`config.mk`:
```
export PLATFORM = sky130hd
export DESIGN_NAME = stu_top
export DESIGN_NICKNAME = d
export VERILOG_FILES = /design/src/core/stu_pkg.sv /design/src/core/stu_top.sv /design/src/core/stu_skid2.sv /design/src/core/stu_eval.sv
export SDC_FILE = /design/constraint.sdc
export NUM_CORES = 1
export LEC_CHECK = 0
export BUFFER_PORTS_ARGS = -buffer_cell sky130_fd_sc_hd__buf_2
export CAP_MARGIN = 30
export CORE_UTILIZATION = 60
export DETAILED_ROUTE_END_ITERATION = 10
export PLACE_DENSITY_LB_ADDON = 0.12
export SETUP_SLACK_MARGIN = 0.3
export SLEW_MARGIN = 40
export SYNTH_ARGS = -nofsm -noshare
export SYNTH_HDL_FRONTEND = slang
export SYNTH_HIERARCHICAL = 1
export SYNTH_SLANG_ARGS = --single-unit
```
`constraint.sdc`:
```
create_clock -name core_clk -period 7.2 [get_ports core_clk]
set_input_delay 0.36 -clock core_clk [delete_from_list [all_inputs] [get_ports core_clk]]
set_output_delay 0.36 -clock core_clk [all_outputs]
set_load 0.01 [all_outputs]
```
`src/core/stu_pkg.sv`:
```
// Contract
// - check off or no attachment: coverage passes
// - back-facing uses back set, else front
// - comparison kind taken from selected face
// - reference and stored both ANDed with compare mask
// - masked values compared as unsigned integers
// - failed comparison clears sample coverage
// - fail, pass or depth-miss action chosen
// - merge new value under update mask
// - face select: 1 front, 2 back, 3 both
// - dynamic compare mask loads selected faces
// - dynamic update mask loads selected faces
// - actions 0..7: keep to decrement wrap
// - increment clamps at max, unsigned arithmetic
// - dynamic reference loads selected faces
package stu_pkg;
  localparam int SW = 8;
  // register offsets
  localparam logic [7:0] CTRL_OFS     = 8'h00;
  localparam logic [7:0] FRONT_OFS    = 8'h04;
  localparam logic [7:0] BACK_OFS     = 8'h08;
  localparam logic [7:0] MASKS_OFS    = 8'h0c;
  localparam logic [7:0] REF_OFS      = 8'h10;
  localparam logic [7:0] CMD_CMP_OFS  = 8'h14;
  localparam logic [7:0] CMD_UPD_OFS  = 8'h18;
  localparam logic [7:0] CMD_REF_OFS  = 8'h1c;
  localparam logic [7:0] STATUS_OFS   = 8'h20;
  // field positions
  localparam int CHECK_BIT  = 0;
  localparam int ATTACH_BIT = 1;
  localparam int DYNCMP_BIT = 2;
  localparam int DYNUPD_BIT = 3;
  localparam int DYNREF_BIT = 4;
  localparam int FAIL_LSB   = 0;
  localparam int PASS_LSB   = 3;
  localparam int MISS_LSB   = 6;
  localparam int KIND_LSB   = 9;
  localparam int FACE_LSB   = 8;
  // reset values
  localparam logic [4:0]  CTRL_RST  = 5'h00;
  localparam logic [11:0] OPS_RST   = 12'h000;
  localparam logic [31:0] MASKS_RST = 32'hffffffff;
  localparam logic [7:0]  VAL_RST   = 8'hff;
  localparam logic [7:0]  REF_RST   = 8'h00;
  // face select encodings
  localparam logic [1:0] FRONT_FACE_FLAG = 2'h1;
  localparam logic [1:0] BACK_FACE_FLAG  = 2'h2;
  localparam logic [1:0] BOTH_FACES_FLAG = 2'h3;
  // stencil_update_action codes
  localparam logic [2:0] ACT_KEEP = 3'h0;
  localparam logic [2:0] ACT_ZERO = 3'h1;
  localparam logic [2:0] ACT_REPL = 3'h2;
  localparam logic [2:0] ACT_INCC = 3'h3;
  localparam logic [2:0] ACT_DECC = 3'h4;
  localparam logic [2:0] ACT_INV  = 3'h5;
  localparam logic [2:0] ACT_INCW = 3'h6;
  localparam logic [2:0] ACT_DECW = 3'h7;
  // comparison_kind codes
  localparam logic [2:0] CMP_NEVER = 3'h0;
  localparam logic [2:0] CMP_LT    = 3'h1;
  localparam logic [2:0] CMP_EQ    = 3'h2;
  localparam logic [2:0] CMP_LE    = 3'h3;
  localparam logic [2:0] CMP_GT    = 3'h4;
  localparam logic [2:0] CMP_NE    = 3'h5;
  localparam logic [2:0] CMP_GE    = 3'h6;
  localparam logic [2:0] CMP_ALWAYS = 3'h7;
  typedef struct packed {
    logic [2:0]    failAct;
    logic [2:0]    passAct;
    logic [2:0]    depthMissAction;
    logic [2:0]    comparisonKindSel;
    logic [SW-1:0] compareBitMask;
    logic [SW-1:0] updateBitMask;
    logic [SW-1:0] refValue;
  } stu_face_t;
  typedef struct packed {
    logic          covered;
    logic          backFace;
    logic          depthPass;
    logic [SW-1:0] stored;
  } stu_smp_t;
  typedef struct packed {
    logic          covered;
    logic          writeEn;
    logic [SW-1:0] newStencil;
  } stu_res_t;
endpackage

```
`src/core/stu_top.sv`:
```
// The register offsets and the plain strobed port were left to the implementer.
`timescale 1ns/1ns
`default_nettype none
module stu_top import stu_pkg::*; (
  input  wire logic        core_clk,
  input  wire logic        sys_rst,
  input  wire logic [7:0]  regAddr,
  input  wire logic [31:0] regWData,
  input  wire logic        regWr,
  input  wire logic        regRd,
  output logic [31:0]      regRData,
  input  wire logic        smpInValid,
  output logic             smpInReady,
  input  wire stu_smp_t    smpIn,
  output logic             smpOutValid,
  input  wire logic        smpOutReady,
  output stu_res_t         smpOut
);
  logic [4:0]    ctrl;
  logic [11:0]   frontOps;
  logic [11:0]   backOps;
  logic [31:0]   cfgMasks;
  logic [SW-1:0] cfgRef;
  logic [SW-1:0] dynCmpF;
  logic [SW-1:0] dynCmpB;
  logic [SW-1:0] dynUpdF;
  logic [SW-1:0] dynUpdB;
  logic [SW-1:0] dynRefF;
  logic [SW-1:0] dynRefB;
  logic [15:0]   passCnt;
  logic [15:0]   failCnt;
  logic [15:0]   next_passCnt;
  logic [15:0]   next_failCnt;
  stu_face_t     frontSt;
  stu_face_t     backSt;
  stu_face_t     selSt;
  stu_res_t      evalRes;
  logic          stencilOk;
  logic          active;
  logic          push;
  logic          wrCtrl;
  logic          wrCmp;
  logic          wrUpd;
  logic          wrRef;
  logic          wrStat;
  logic [1:0]    face;
  logic [2:0]    selAct;
  logic [SW-1:0] chkRef;
  logic [SW-1:0] chkTest;

  // write decode
  assign face   = regWData[FACE_LSB+1:FACE_LSB];
  assign wrCtrl = regWr && regAddr == CTRL_OFS;
  assign wrCmp  = regWr && regAddr == CMD_CMP_OFS;
  assign wrUpd  = regWr && regAddr == CMD_UPD_OFS;
  assign wrRef  = regWr && regAddr == CMD_REF_OFS;
  assign wrStat = regWr && regAddr == STATUS_OFS;

  // pipeline configuration registers
  always_ff @(posedge core_clk or posedge sys_rst) begin
    if (sys_rst) begin
      ctrl     <= CTRL_RST;
      frontOps <= OPS_RST;
      backOps  <= OPS_RST;
      cfgMasks <= MASKS_RST;
      cfgRef   <= REF_RST;
    end else if (regWr) begin
      if (wrCtrl) begin
        ctrl <= regWData[4:0];
      end else if (regAddr == FRONT_OFS) begin
        frontOps <= regWData[11:0];
      end else if (regAddr == BACK_OFS) begin
        backOps <= regWData[11:0];
      end else if (regAddr == MASKS_OFS) begin
        cfgMasks <= regWData;
      end else if (regAddr == REF_OFS) begin
        cfgRef <= regWData[SW-1:0];
      end
    end
  end

  // dynamic loads: bit 0 of face hits front, bit 1 back
  always_ff @(posedge core_clk or posedge sys_rst) begin
    if (sys_rst) begin
      dynCmpF <= VAL_RST;
      dynCmpB <= VAL_RST;
      dynUpdF <= VAL_RST;
      dynUpdB <= VAL_RST;
      dynRefF <= REF_RST;
      dynRefB <= REF_RST;
    end else begin
      if (wrCmp && face[0]) dynCmpF <= regWData[SW-1:0];
      if (wrCmp && face[1]) dynCmpB <= regWData[SW-1:0];
      if (wrUpd && face[0]) dynUpdF <= regWData[SW-1:0];
      if (wrUpd && face[1]) dynUpdB <= regWData[SW-1:0];
      if (wrRef && face[0]) dynRefF <= regWData[SW-1:0];
      if (wrRef && face[1]) dynRefB <= regWData[SW-1:0];
    end
  end

  // a face select of zero loads nothing, harmless

  // per-face effective state, dynamic or configured
  always_comb begin
    frontSt.failAct           = frontOps[FAIL_LSB+2:FAIL_LSB];
    frontSt.passAct           = frontOps[PASS_LSB+2:PASS_LSB];
    frontSt.depthMissAction   = frontOps[MISS_LSB+2:MISS_LSB];
    frontSt.comparisonKindSel = frontOps[KIND_LSB+2:KIND_LSB];
    frontSt.compareBitMask    = ctrl[DYNCMP_BIT] ? dynCmpF : cfgMasks[7:0];
    frontSt.updateBitMask     = ctrl[DYNUPD_BIT] ? dynUpdF : cfgMasks[23:16];
    frontSt.refValue          = ctrl[DYNREF_BIT] ? dynRefF : cfgRef;
    backSt.failAct            = backOps[FAIL_LSB+2:FAIL_LSB];
    backSt.passAct            = backOps[PASS_LSB+2:PASS_LSB];
    backSt.depthMissAction    = backOps[MISS_LSB+2:MISS_LSB];
    backSt.comparisonKindSel  = backOps[KIND_LSB+2:KIND_LSB];
    backSt.compareBitMask     = ctrl[DYNCMP_BIT] ? dynCmpB : cfgMasks[15:8];
    backSt.updateBitMask      = ctrl[DYNUPD_BIT] ? dynUpdB : cfgMasks[31:24];
    backSt.refValue           = ctrl[DYNREF_BIT] ? dynRefB : cfgRef;
  end

  // facing picks the set; other primitives arrive as front
  assign selSt  = smpIn.backFace ? backSt : frontSt;
  assign active = ctrl[CHECK_BIT] && ctrl[ATTACH_BIT];
  assign push   = smpInValid && smpInReady;

  stu_eval u_eval (
    .active    (active),
    .smp       (smpIn),
    .st        (selSt),
    .stencilOk (stencilOk),
    .res       (evalRes)
  );

  // two-entry buffer: receiver stall backs up to the source
  stu_skid2 #(.W($bits(stu_res_t))) u_buf (
    .core_clk (core_clk),
    .sys_rst  (sys_rst),
    .inValid  (smpInValid),
    .inReady  (smpInReady),
    .inData   (evalRes),
    .outValid (smpOutValid),
    .outReady (smpOutReady),
    .outData  (smpOut)
  );

  // sample counters; a clear and a count in the same cycle leave the counter at one
  always_comb begin
    next_passCnt = wrStat ? 16'h0000 : passCnt;
    next_failCnt = wrStat ? 16'h0000 : failCnt;
    if (push && active && smpIn.covered) begin
      if (stencilOk) next_passCnt = next_passCnt + 16'h0001;
      else next_failCnt = next_failCnt + 16'h0001;
    end
  end

  always_ff @(posedge core_clk or posedge sys_rst) begin
    if (sys_rst) begin
      passCnt <= 16'h0000;
      failCnt <= 16'h0000;
    end else begin
      passCnt <= next_passCnt;
      failCnt <= next_failCnt;
    end
  end

  // read port, data one cycle after the strobe, zero otherwise
  always_ff @(posedge core_clk or posedge sys_rst) begin
    if (sys_rst) begin
      regRData <= 32'h00000000;
    end else if (!regRd) begin
      regRData <= 32'h00000000;
    end else if (regAddr == CTRL_OFS) begin
      regRData <= {27'h0000000, ctrl};
    end else if (regAddr == FRONT_OFS) begin
      regRData <= {20'h00000, frontOps};
    end else if (regAddr == BACK_OFS) begin
      regRData <= {20'h00000, backOps};
    end else if (regAddr == MASKS_OFS) begin
      regRData <= cfgMasks;
    end else if (regAddr == REF_OFS) begin
      regRData <= {24'h000000, cfgRef};
    end else if (regAddr == CMD_CMP_OFS) begin
      regRData <= {16'h0000, dynCmpB, dynCmpF};
    end else if (regAddr == CMD_UPD_OFS) begin
      regRData <= {16'h0000, dynUpdB, dynUpdF};
    end else if (regAddr == CMD_REF_OFS) begin
      regRData <= {16'h0000, dynRefB, dynRefF};
    end else if (regAddr == STATUS_OFS) begin
      regRData <= {failCnt, passCnt};
    end else begin
      regRData <= 32'h00000000;
    end
  end

  // check-side masked operands and chosen action, kept apart from the evaluator
  assign chkRef  = selSt.refValue & selSt.compareBitMask;
  assign chkTest = smpIn.stored & selSt.compareBitMask;

  always_comb begin
    selAct = selSt.depthMissAction;
    if (!stencilOk) begin
      selAct = selSt.failAct;
    end else if (smpIn.depthPass) begin
      selAct = selSt.passAct;
    end
  end
endmodule
`default_nettype wire

```
`src/core/stu_skid2.sv`:
```
`timescale 1ns/1ns
`default_nettype none
module stu_skid2 import stu_pkg::*; #(
  parameter int W = 10
) (
  input  wire logic         core_clk,
  input  wire logic         sys_rst,
  input  wire logic         inValid,
  output logic              inReady,
  input  wire logic [W-1:0] inData,
  output logic              outValid,
  input  wire logic         outReady,
  output logic [W-1:0]      outData
);
  logic         v1;
  logic [W-1:0] slot1;
  logic         push;
  logic         pop;
  // head always in slot 0 so the output is a plain flop
  assign push = inValid && inReady;
  assign pop  = outValid && outReady;
  always_ff @(posedge core_clk or posedge sys_rst) begin
    if (sys_rst) begin
      outValid <= 1'b0;
      v1       <= 1'b0;
      inReady  <= 1'b1;
      outData  <= '0;
      slot1    <= '0;
    end else if (pop) begin
      if (v1) begin
        outData <= slot1;
        v1      <= 1'b0;
        inReady <= 1'b1;
      end else begin
        outValid <= push;
        if (push) outData <= inData;
      end
    end else if (push) begin
      if (!outValid) begin
        outData  <= inData;
        outValid <= 1'b1;
      end else begin
        slot1   <= inData;
        v1      <= 1'b1;
        inReady <= 1'b0; // full: stall the source
      end
    end
  end
endmodule
`default_nettype wire

```
`src/core/stu_eval.sv`:
```
`timescale 1ns/1ns
`default_nettype none
module stu_eval import stu_pkg::*; (
  input  wire logic      active,
  input  wire stu_smp_t  smp,
  input  wire stu_face_t st,
  output logic           stencilOk,
  output stu_res_t       res
);
  logic [SW-1:0] mRef;
  logic [SW-1:0] mTest;
  logic [2:0]    act;
  logic [SW-1:0] gen;
  // masked operands, reference on the left
  assign mRef  = st.refValue & st.compareBitMask;
  assign mTest = smp.stored & st.compareBitMask;
  always_comb begin
    case (st.comparisonKindSel)
      CMP_NEVER: stencilOk = 1'b0;
      CMP_LT:    stencilOk = mRef < mTest;
      CMP_EQ:    stencilOk = mRef == mTest;
      CMP_LE:    stencilOk = mRef <= mTest;
      CMP_GT:    stencilOk = mRef > mTest;
      CMP_NE:    stencilOk = mRef != mTest;
      CMP_GE:    stencilOk = mRef >= mTest;
      default:   stencilOk = 1'b1;
    endcase
  end
  // action select and new value
  always_comb begin
    if (!stencilOk) act = st.failAct;
    else if (smp.depthPass) act = st.passAct;
    else act = st.depthMissAction;
    case (act)
      ACT_KEEP: gen = smp.stored;
      ACT_ZERO: gen = '0;
      ACT_REPL: gen = st.refValue;
      ACT_INCC: gen = (&smp.stored) ? smp.stored : smp.stored + 1'b1;
      ACT_DECC: gen = (|smp.stored) ? smp.stored - 1'b1 : smp.stored;
      ACT_INV:  gen = ~smp.stored;
      ACT_INCW: gen = smp.stored + 1'b1;
      default:  gen = smp.stored - 1'b1;
    endcase
  end
  // off means untouched coverage and no write
  always_comb begin
    res.covered    = smp.covered;
    res.writeEn    = 1'b0;
    res.newStencil = smp.stored;
    if (active && smp.covered) begin
      res.covered    = stencilOk;
      res.writeEn    = 1'b1;
      res.newStencil = (smp.stored & ~st.updateBitMask)
                     | (gen & st.updateBitMask);
    end
  end
endmodule
`default_nettype wire

```
; Word level (Yosys, flattened, before mapping)
; Cells that the tools add are included.
[totals]
register_bits = 204
latchBits = 0
ram_bits = 0
romBits = 0
inputBits = 57
out_inout_bits = 44
wordCells = 144
memories = 0
[classes]
n_addsub = 4
n_mul = 0
div = 0
n_lt_le_gt_ge = 4
n_eq_ne = 25
shifts = 0
muxes = 45
bitwise = 12
n_reduce_logical = 35
[op_table]
columns = operator, n
row1 = 32-bit two-way mux, 10
row2 = 16-bit two-way mux, 6
row3 = 8-bit two-way mux, 8
row4 = 10-bit two-way mux, 6
row5 = 8-bit one-hot mux with 7 select lines, 1
row6 = 36-bit two-way mux, 1
row7 = "16-bit by 1-bit adder with 16-bit output, second input constant", 2
row8 = 8-bit bitwise AND, 4
row9 = "8-bit by 5-bit == test with 1-bit output, second input constant", 4
row10 = "3-bit == test, second input constant", 6
row11 = 1-bit logical AND, 17
row12 = "8-bit by 4-bit == test with 1-bit output, second input constant", 2
row13 = 8-bit NOT, 2
row14 = "3-bit by 2-bit == test with 1-bit output, second input constant", 4
row15 = 3-bit AND reduction, 4
row16 = 1-bit two-way mux, 10
row17 = "8-bit by 1-bit adder with 8-bit output, second input constant", 1
row18 = "8-bit by 3-bit == test with 1-bit output, second input constant", 1
row19 = "8-bit by 6-bit == test with 1-bit output, second input constant", 1
row20 = 8-bit == test, 1
row21 = 8-bit greater-or-equal comparator, 1
row22 = 8-bit greater-than comparator, 1
row23 = 8-bit <= comparator, 1
row24 = 8-bit logical NOT, 1
row25 = other kinds (18), 30

; Depth between registers and ports, before layout
[depth]
ltp_word = 14
depth_mapped = 20
mapped_depth_nobuf = 16

; Modules after synthesis
; The synthesis kept the hierarchy.
[by_module_without_submodules]
columns = module, n_inst, cells_per_inst, area_each_um2, seq_area_each_um2
row1 = stu_top, 1, 759, 9042.4, 4609.4
row2 = stu_eval, 1, 238, 1620.3, 0.0
row3 = stu_skid2, 1, 91, 1096.1, 576.8

; Worst setup path before layout
; No wires, ideal clock.
[synth_path]
path_kind = input-to-reg
from = input smpIn[9] (netlist bit)
to = register u_buf.outData[0]
setup_time_ns = 0.125
arrival_time_ns = 4.716
t_required_ns = 7.075
path_slack_ns = 2.360
stages = 20
path_buffers = 4
path_cell_list = buf_2 -> clkbuf_1 -> buf_1 -> mux2i_1 -> a21oi_1 -> and2_1 -> ha_1 -> nand4_2 -> o221a_1 -> a32o_2 -> nor3_4 -> inv_4 -> buf_4 -> mux2i_1 -> a32o_1 -> a2111oi_0 -> nor3_1 -> inv_1 -> o21ai_0 -> mux2_2
[synth_lines]
columns = item, line_no
row1 = start: declaration, stu_top.sv:14  ; input wire stu_smp_t smpIn,
row2 = end signal: assignment, stu_skid2.sv:31  ; outData <= slot1;
row3 = end signal: assignment, stu_skid2.sv:36  ; if (push) outData <= inData;
row4 = end signal: assignment, stu_skid2.sv:40  ; outData <= inData;
row5 = end: declaration, stu_skid2.sv:13  ; output logic [W-1:0] outData

==> results.md <==
- Seq/Total Area, Yosys: 44.11%
- Die ar.: 0.02016 sq mm
- Share of the synthesized area in the top cell type: 29.58%
- DRC Markers: 0
- Post-route cell area: 0.01317 sq mm
- Clk_lat worst skew: 0.54 ns
- Fin. Hold Viols: 0
- Grt ovf: 0
- Most common cell after layout, fill and taps aside: mux2_2
- Synth-to-Final Area Change: 11.96%
- Largest net degree at the start of global routing: 70
- Final setup violation count: 0
- PwrDens: 202.9 mW/mm^2
- CP arrival: 5.60 ns
- Flop-to-flop setup slack: 2.00 ns
- Leakage: 5.824 nW
- Worst hold path class: primary input to flop
- Status: completed
- Critical Path Sink: u_buf/outData[0]
- Site row count: 50
- # H-tree levels: 1
- Req. time, crit path: 7.61 ns
- Reg2reg end: u_buf/outData[0]
- Die Y: 142.0 um
- Worst Clk Skew: 0.02092 ns
- Pin slew with the least headroom to its limit: 0.8364 ns
- Syn avg cell area: 10.81 sq um
- Slew margin rel.: 44.24%
- Initial Util: 62.03%
- Fin crit share: 72.17%
- Port Buffers: 100
- Syn nets: 1158
- FILL cells: 1436
- Synth Register Bits: 204
- Post-route setup TNS: 0 ns
- Max Freq: 192.4 MHz
- Initial DRC count: 849
- CTS root buffer: clkbuf_16
- Routed len/inst: 24.62 um
- Worst-path fanout max: 24
- Antenna violations before repair: 1
- I/O pin cnt: 101
- Detailed Route WL: 35.28 mm
- Post-synth EDFFs: 0
- First-pass GRT wire length: 53.77 mm
- Dpl hpwl: 25.51 mm
- Clock sinks: 204
- Final critical-path required period: 5.196 ns
- Routability Congestion: 0.9650
- ANT nets after route: 0
- Worst setup startpoint: ctrl[4]
- Inserted Clock Buffers: 23
- Share of cells above drive strength 1: 36.01%
- Hold depth: 2
- VDD IR-drop max: 0.2169 mV
- Ys async rst share: 100.0%
- CTS Buffer Depth: 3
- CP endpoint kind: flop
- Core box area: 0.01896 sq mm
- Router iterations before antenna repair: 5
- GRT Overall Usage: 35.62%
- RSZ-0062 raised after global routing: no
- Worst Setup Path Type: flop to flop
- Synth area leader: dfrtp_1
- Vias in the first global route: 9206
- Main synth FF type: dfrtp_1
- DR vias: 9540
- Crit path launch type: flop
- Worst r2r src: ctrl[4]
- Die width: 142.0 um
- Placed inst area: 0.01235 sq mm
- Vias per cell: 6.657
- Post-synthesis cell type count: 87
- Most frequent cells in the layout: mux2_2, dfrtp_1, buf_2
- Mapped Cells: 1088
- Max Cap Violations: 0
- Worst-path clk slew: 0.06 ns
- Syn Std Cell Area: 0.01176 sq mm
- Worst Reg2Reg Path Length in Cells: 16
- Synth top area cells: dfrtp_1, dfstp_2, mux2_2
- Yosys warns: 6
- Fin nets: 1225
- CTS tree: done
- Slew Limit Fails: 0
[area by class of cell]
| cell class | count | area [sq um] | share of cell area [%] |
|---|---|---|---|
| Clock inverter | 11 | 126.4 | 0.9599 |
| Timing Repair Buffer | 110 | 588.1 | 4.467 |
| Inverter | 34 | 135.1 | 1.026 |
| Tap cell | 260 | 325.3 | 2.471 |
| Sequential cell | 204 | 5186 | 39.39 |
| Antenna cell | 1 | 2.502 | 0.01901 |
| Multi-Input combinational cell | 782 | 6166 | 46.84 |
| Clock buffer | 31 | 635.6 | 4.828 |
[critical path, stage by stage (launching register included)]
cell and delay [ns]:
dfrtp_1 0.75, nor2_1 0.13, a21oi_1 0.50, and2_1 0.21, ha_1 0.15, nand2_1 0.10, a211o_1 0.32, a32o_2 0.33
nor3_4 0.59, inv_4 0.30, mux2i_4 0.33, a32o_1 0.30, a2111oi_0 0.46, nor3_1 0.15, inv_1 0.08, o21ai_0 0.08
mux2_2 0.28
[power by group]
group	internal (mW)	total [mW]	switching (mW)
clock	0.697	1.19	0.492
combinational	0.0966	0.263	0.167
sequential	1.19	1.22	0.0309
total	1.98	2.67	0.690
[state kept, by name, indices dropped and copies added, names as in the netlist, 10 cells and up]
| signal | flops |
|---|---|
| u_buf/outData | 10 |
| failCnt | 16 |
| regRData | 32 |
| frontOps | 12 |
| backOps | 12 |
| u_buf/slot1 | 10 |
| cfgMasks | 32 |
| passCnt | 16 |
[cells by family (layout without fill, tap and decap cells)]
kind of cell    Yosys count  count (layout)  synth area share, %
flops                   204             204                44.11
other cells               0               1                    0
compound gates          217             217                13.22
simple gates            324             324                14.63
xor+xnor                 30              30                2.235
mux                     198             198                20.67
buf+inv                 102             186                3.756
fa+ha+maj                13              13                1.383
[per-stage QoR]
stage / power (mW) / std cells / utilization, % / hold WS [ns] / worst slack [ns]
after floorplan: 1.400 / 1088 / - / 0.3612 / 2.031
after global placement: 1.488 / 1388 / 65.09 / 0.4422 / 1.729
after detailed placement: 1.491 / 1388 / 65.13 / 0.4471 / 1.923
after CTS: 2.667 / 1431 / 69.20 / 0.05519 / 2.187
after global routing: 2.748 / 1432 / 69.44 / 0.06057 / 1.881
final: 2.671 / 1433 / 69.45 / 0.05860 / 2.004
[worst min path at each step]
stage                     slack (ns)                to    startpoint
after floorplan                 0.36  u_buf/outData[0]       sys_rst
after global placement          0.44      regRData[30]       sys_rst
after detailed placement        0.45      regRData[28]       sys_rst
after CTS                       0.06      cfgMasks[16]  regWData[16]
after global routing            0.06      cfgMasks[16]  regWData[16]
final                           0.06      cfgMasks[17]  regWData[17]
[metal layers]
layer	global-route usage [%]	routed length (um)	up-vias
li1	-	-	4170
met5	0	0	-
met4	11.94	1255	0
met2	55.52	16310	456
met1	48.75	14570	4829
met3	8.816	3139	85
[synth_stat cells, types with 8 or more instances]
cell,number
a21oi_1,40
inv_1,33
dfrtp_1,139
nor3_1,15
nor2_1,75
mux4_2,16
o21ai_0,40
nand2_1,76
ha_1,13
clkbuf_1,37
o221ai_1,8
a21o_1,8
nor4_1,8
nor2b_1,8
dfstp_2,65
o211ai_1,8
xor2_1,16
nand3_1,30
xnor2_1,14
and2_1,19
nand2b_1,11
buf_1,10
a31oi_1,16
nand4_1,22
mux2_4,10
and3_1,11
a22oi_1,25
mux2i_1,22
mux2_2,145
buf_2,11
[repair_timing]
item	in CTS	in global routing
gates resized for setup	0	0
hold buffers	1	0
setup buffers	0	0
endpoints found under the hold margin	50	0
No activity file was read; power rests on OpenSTA's default activity.
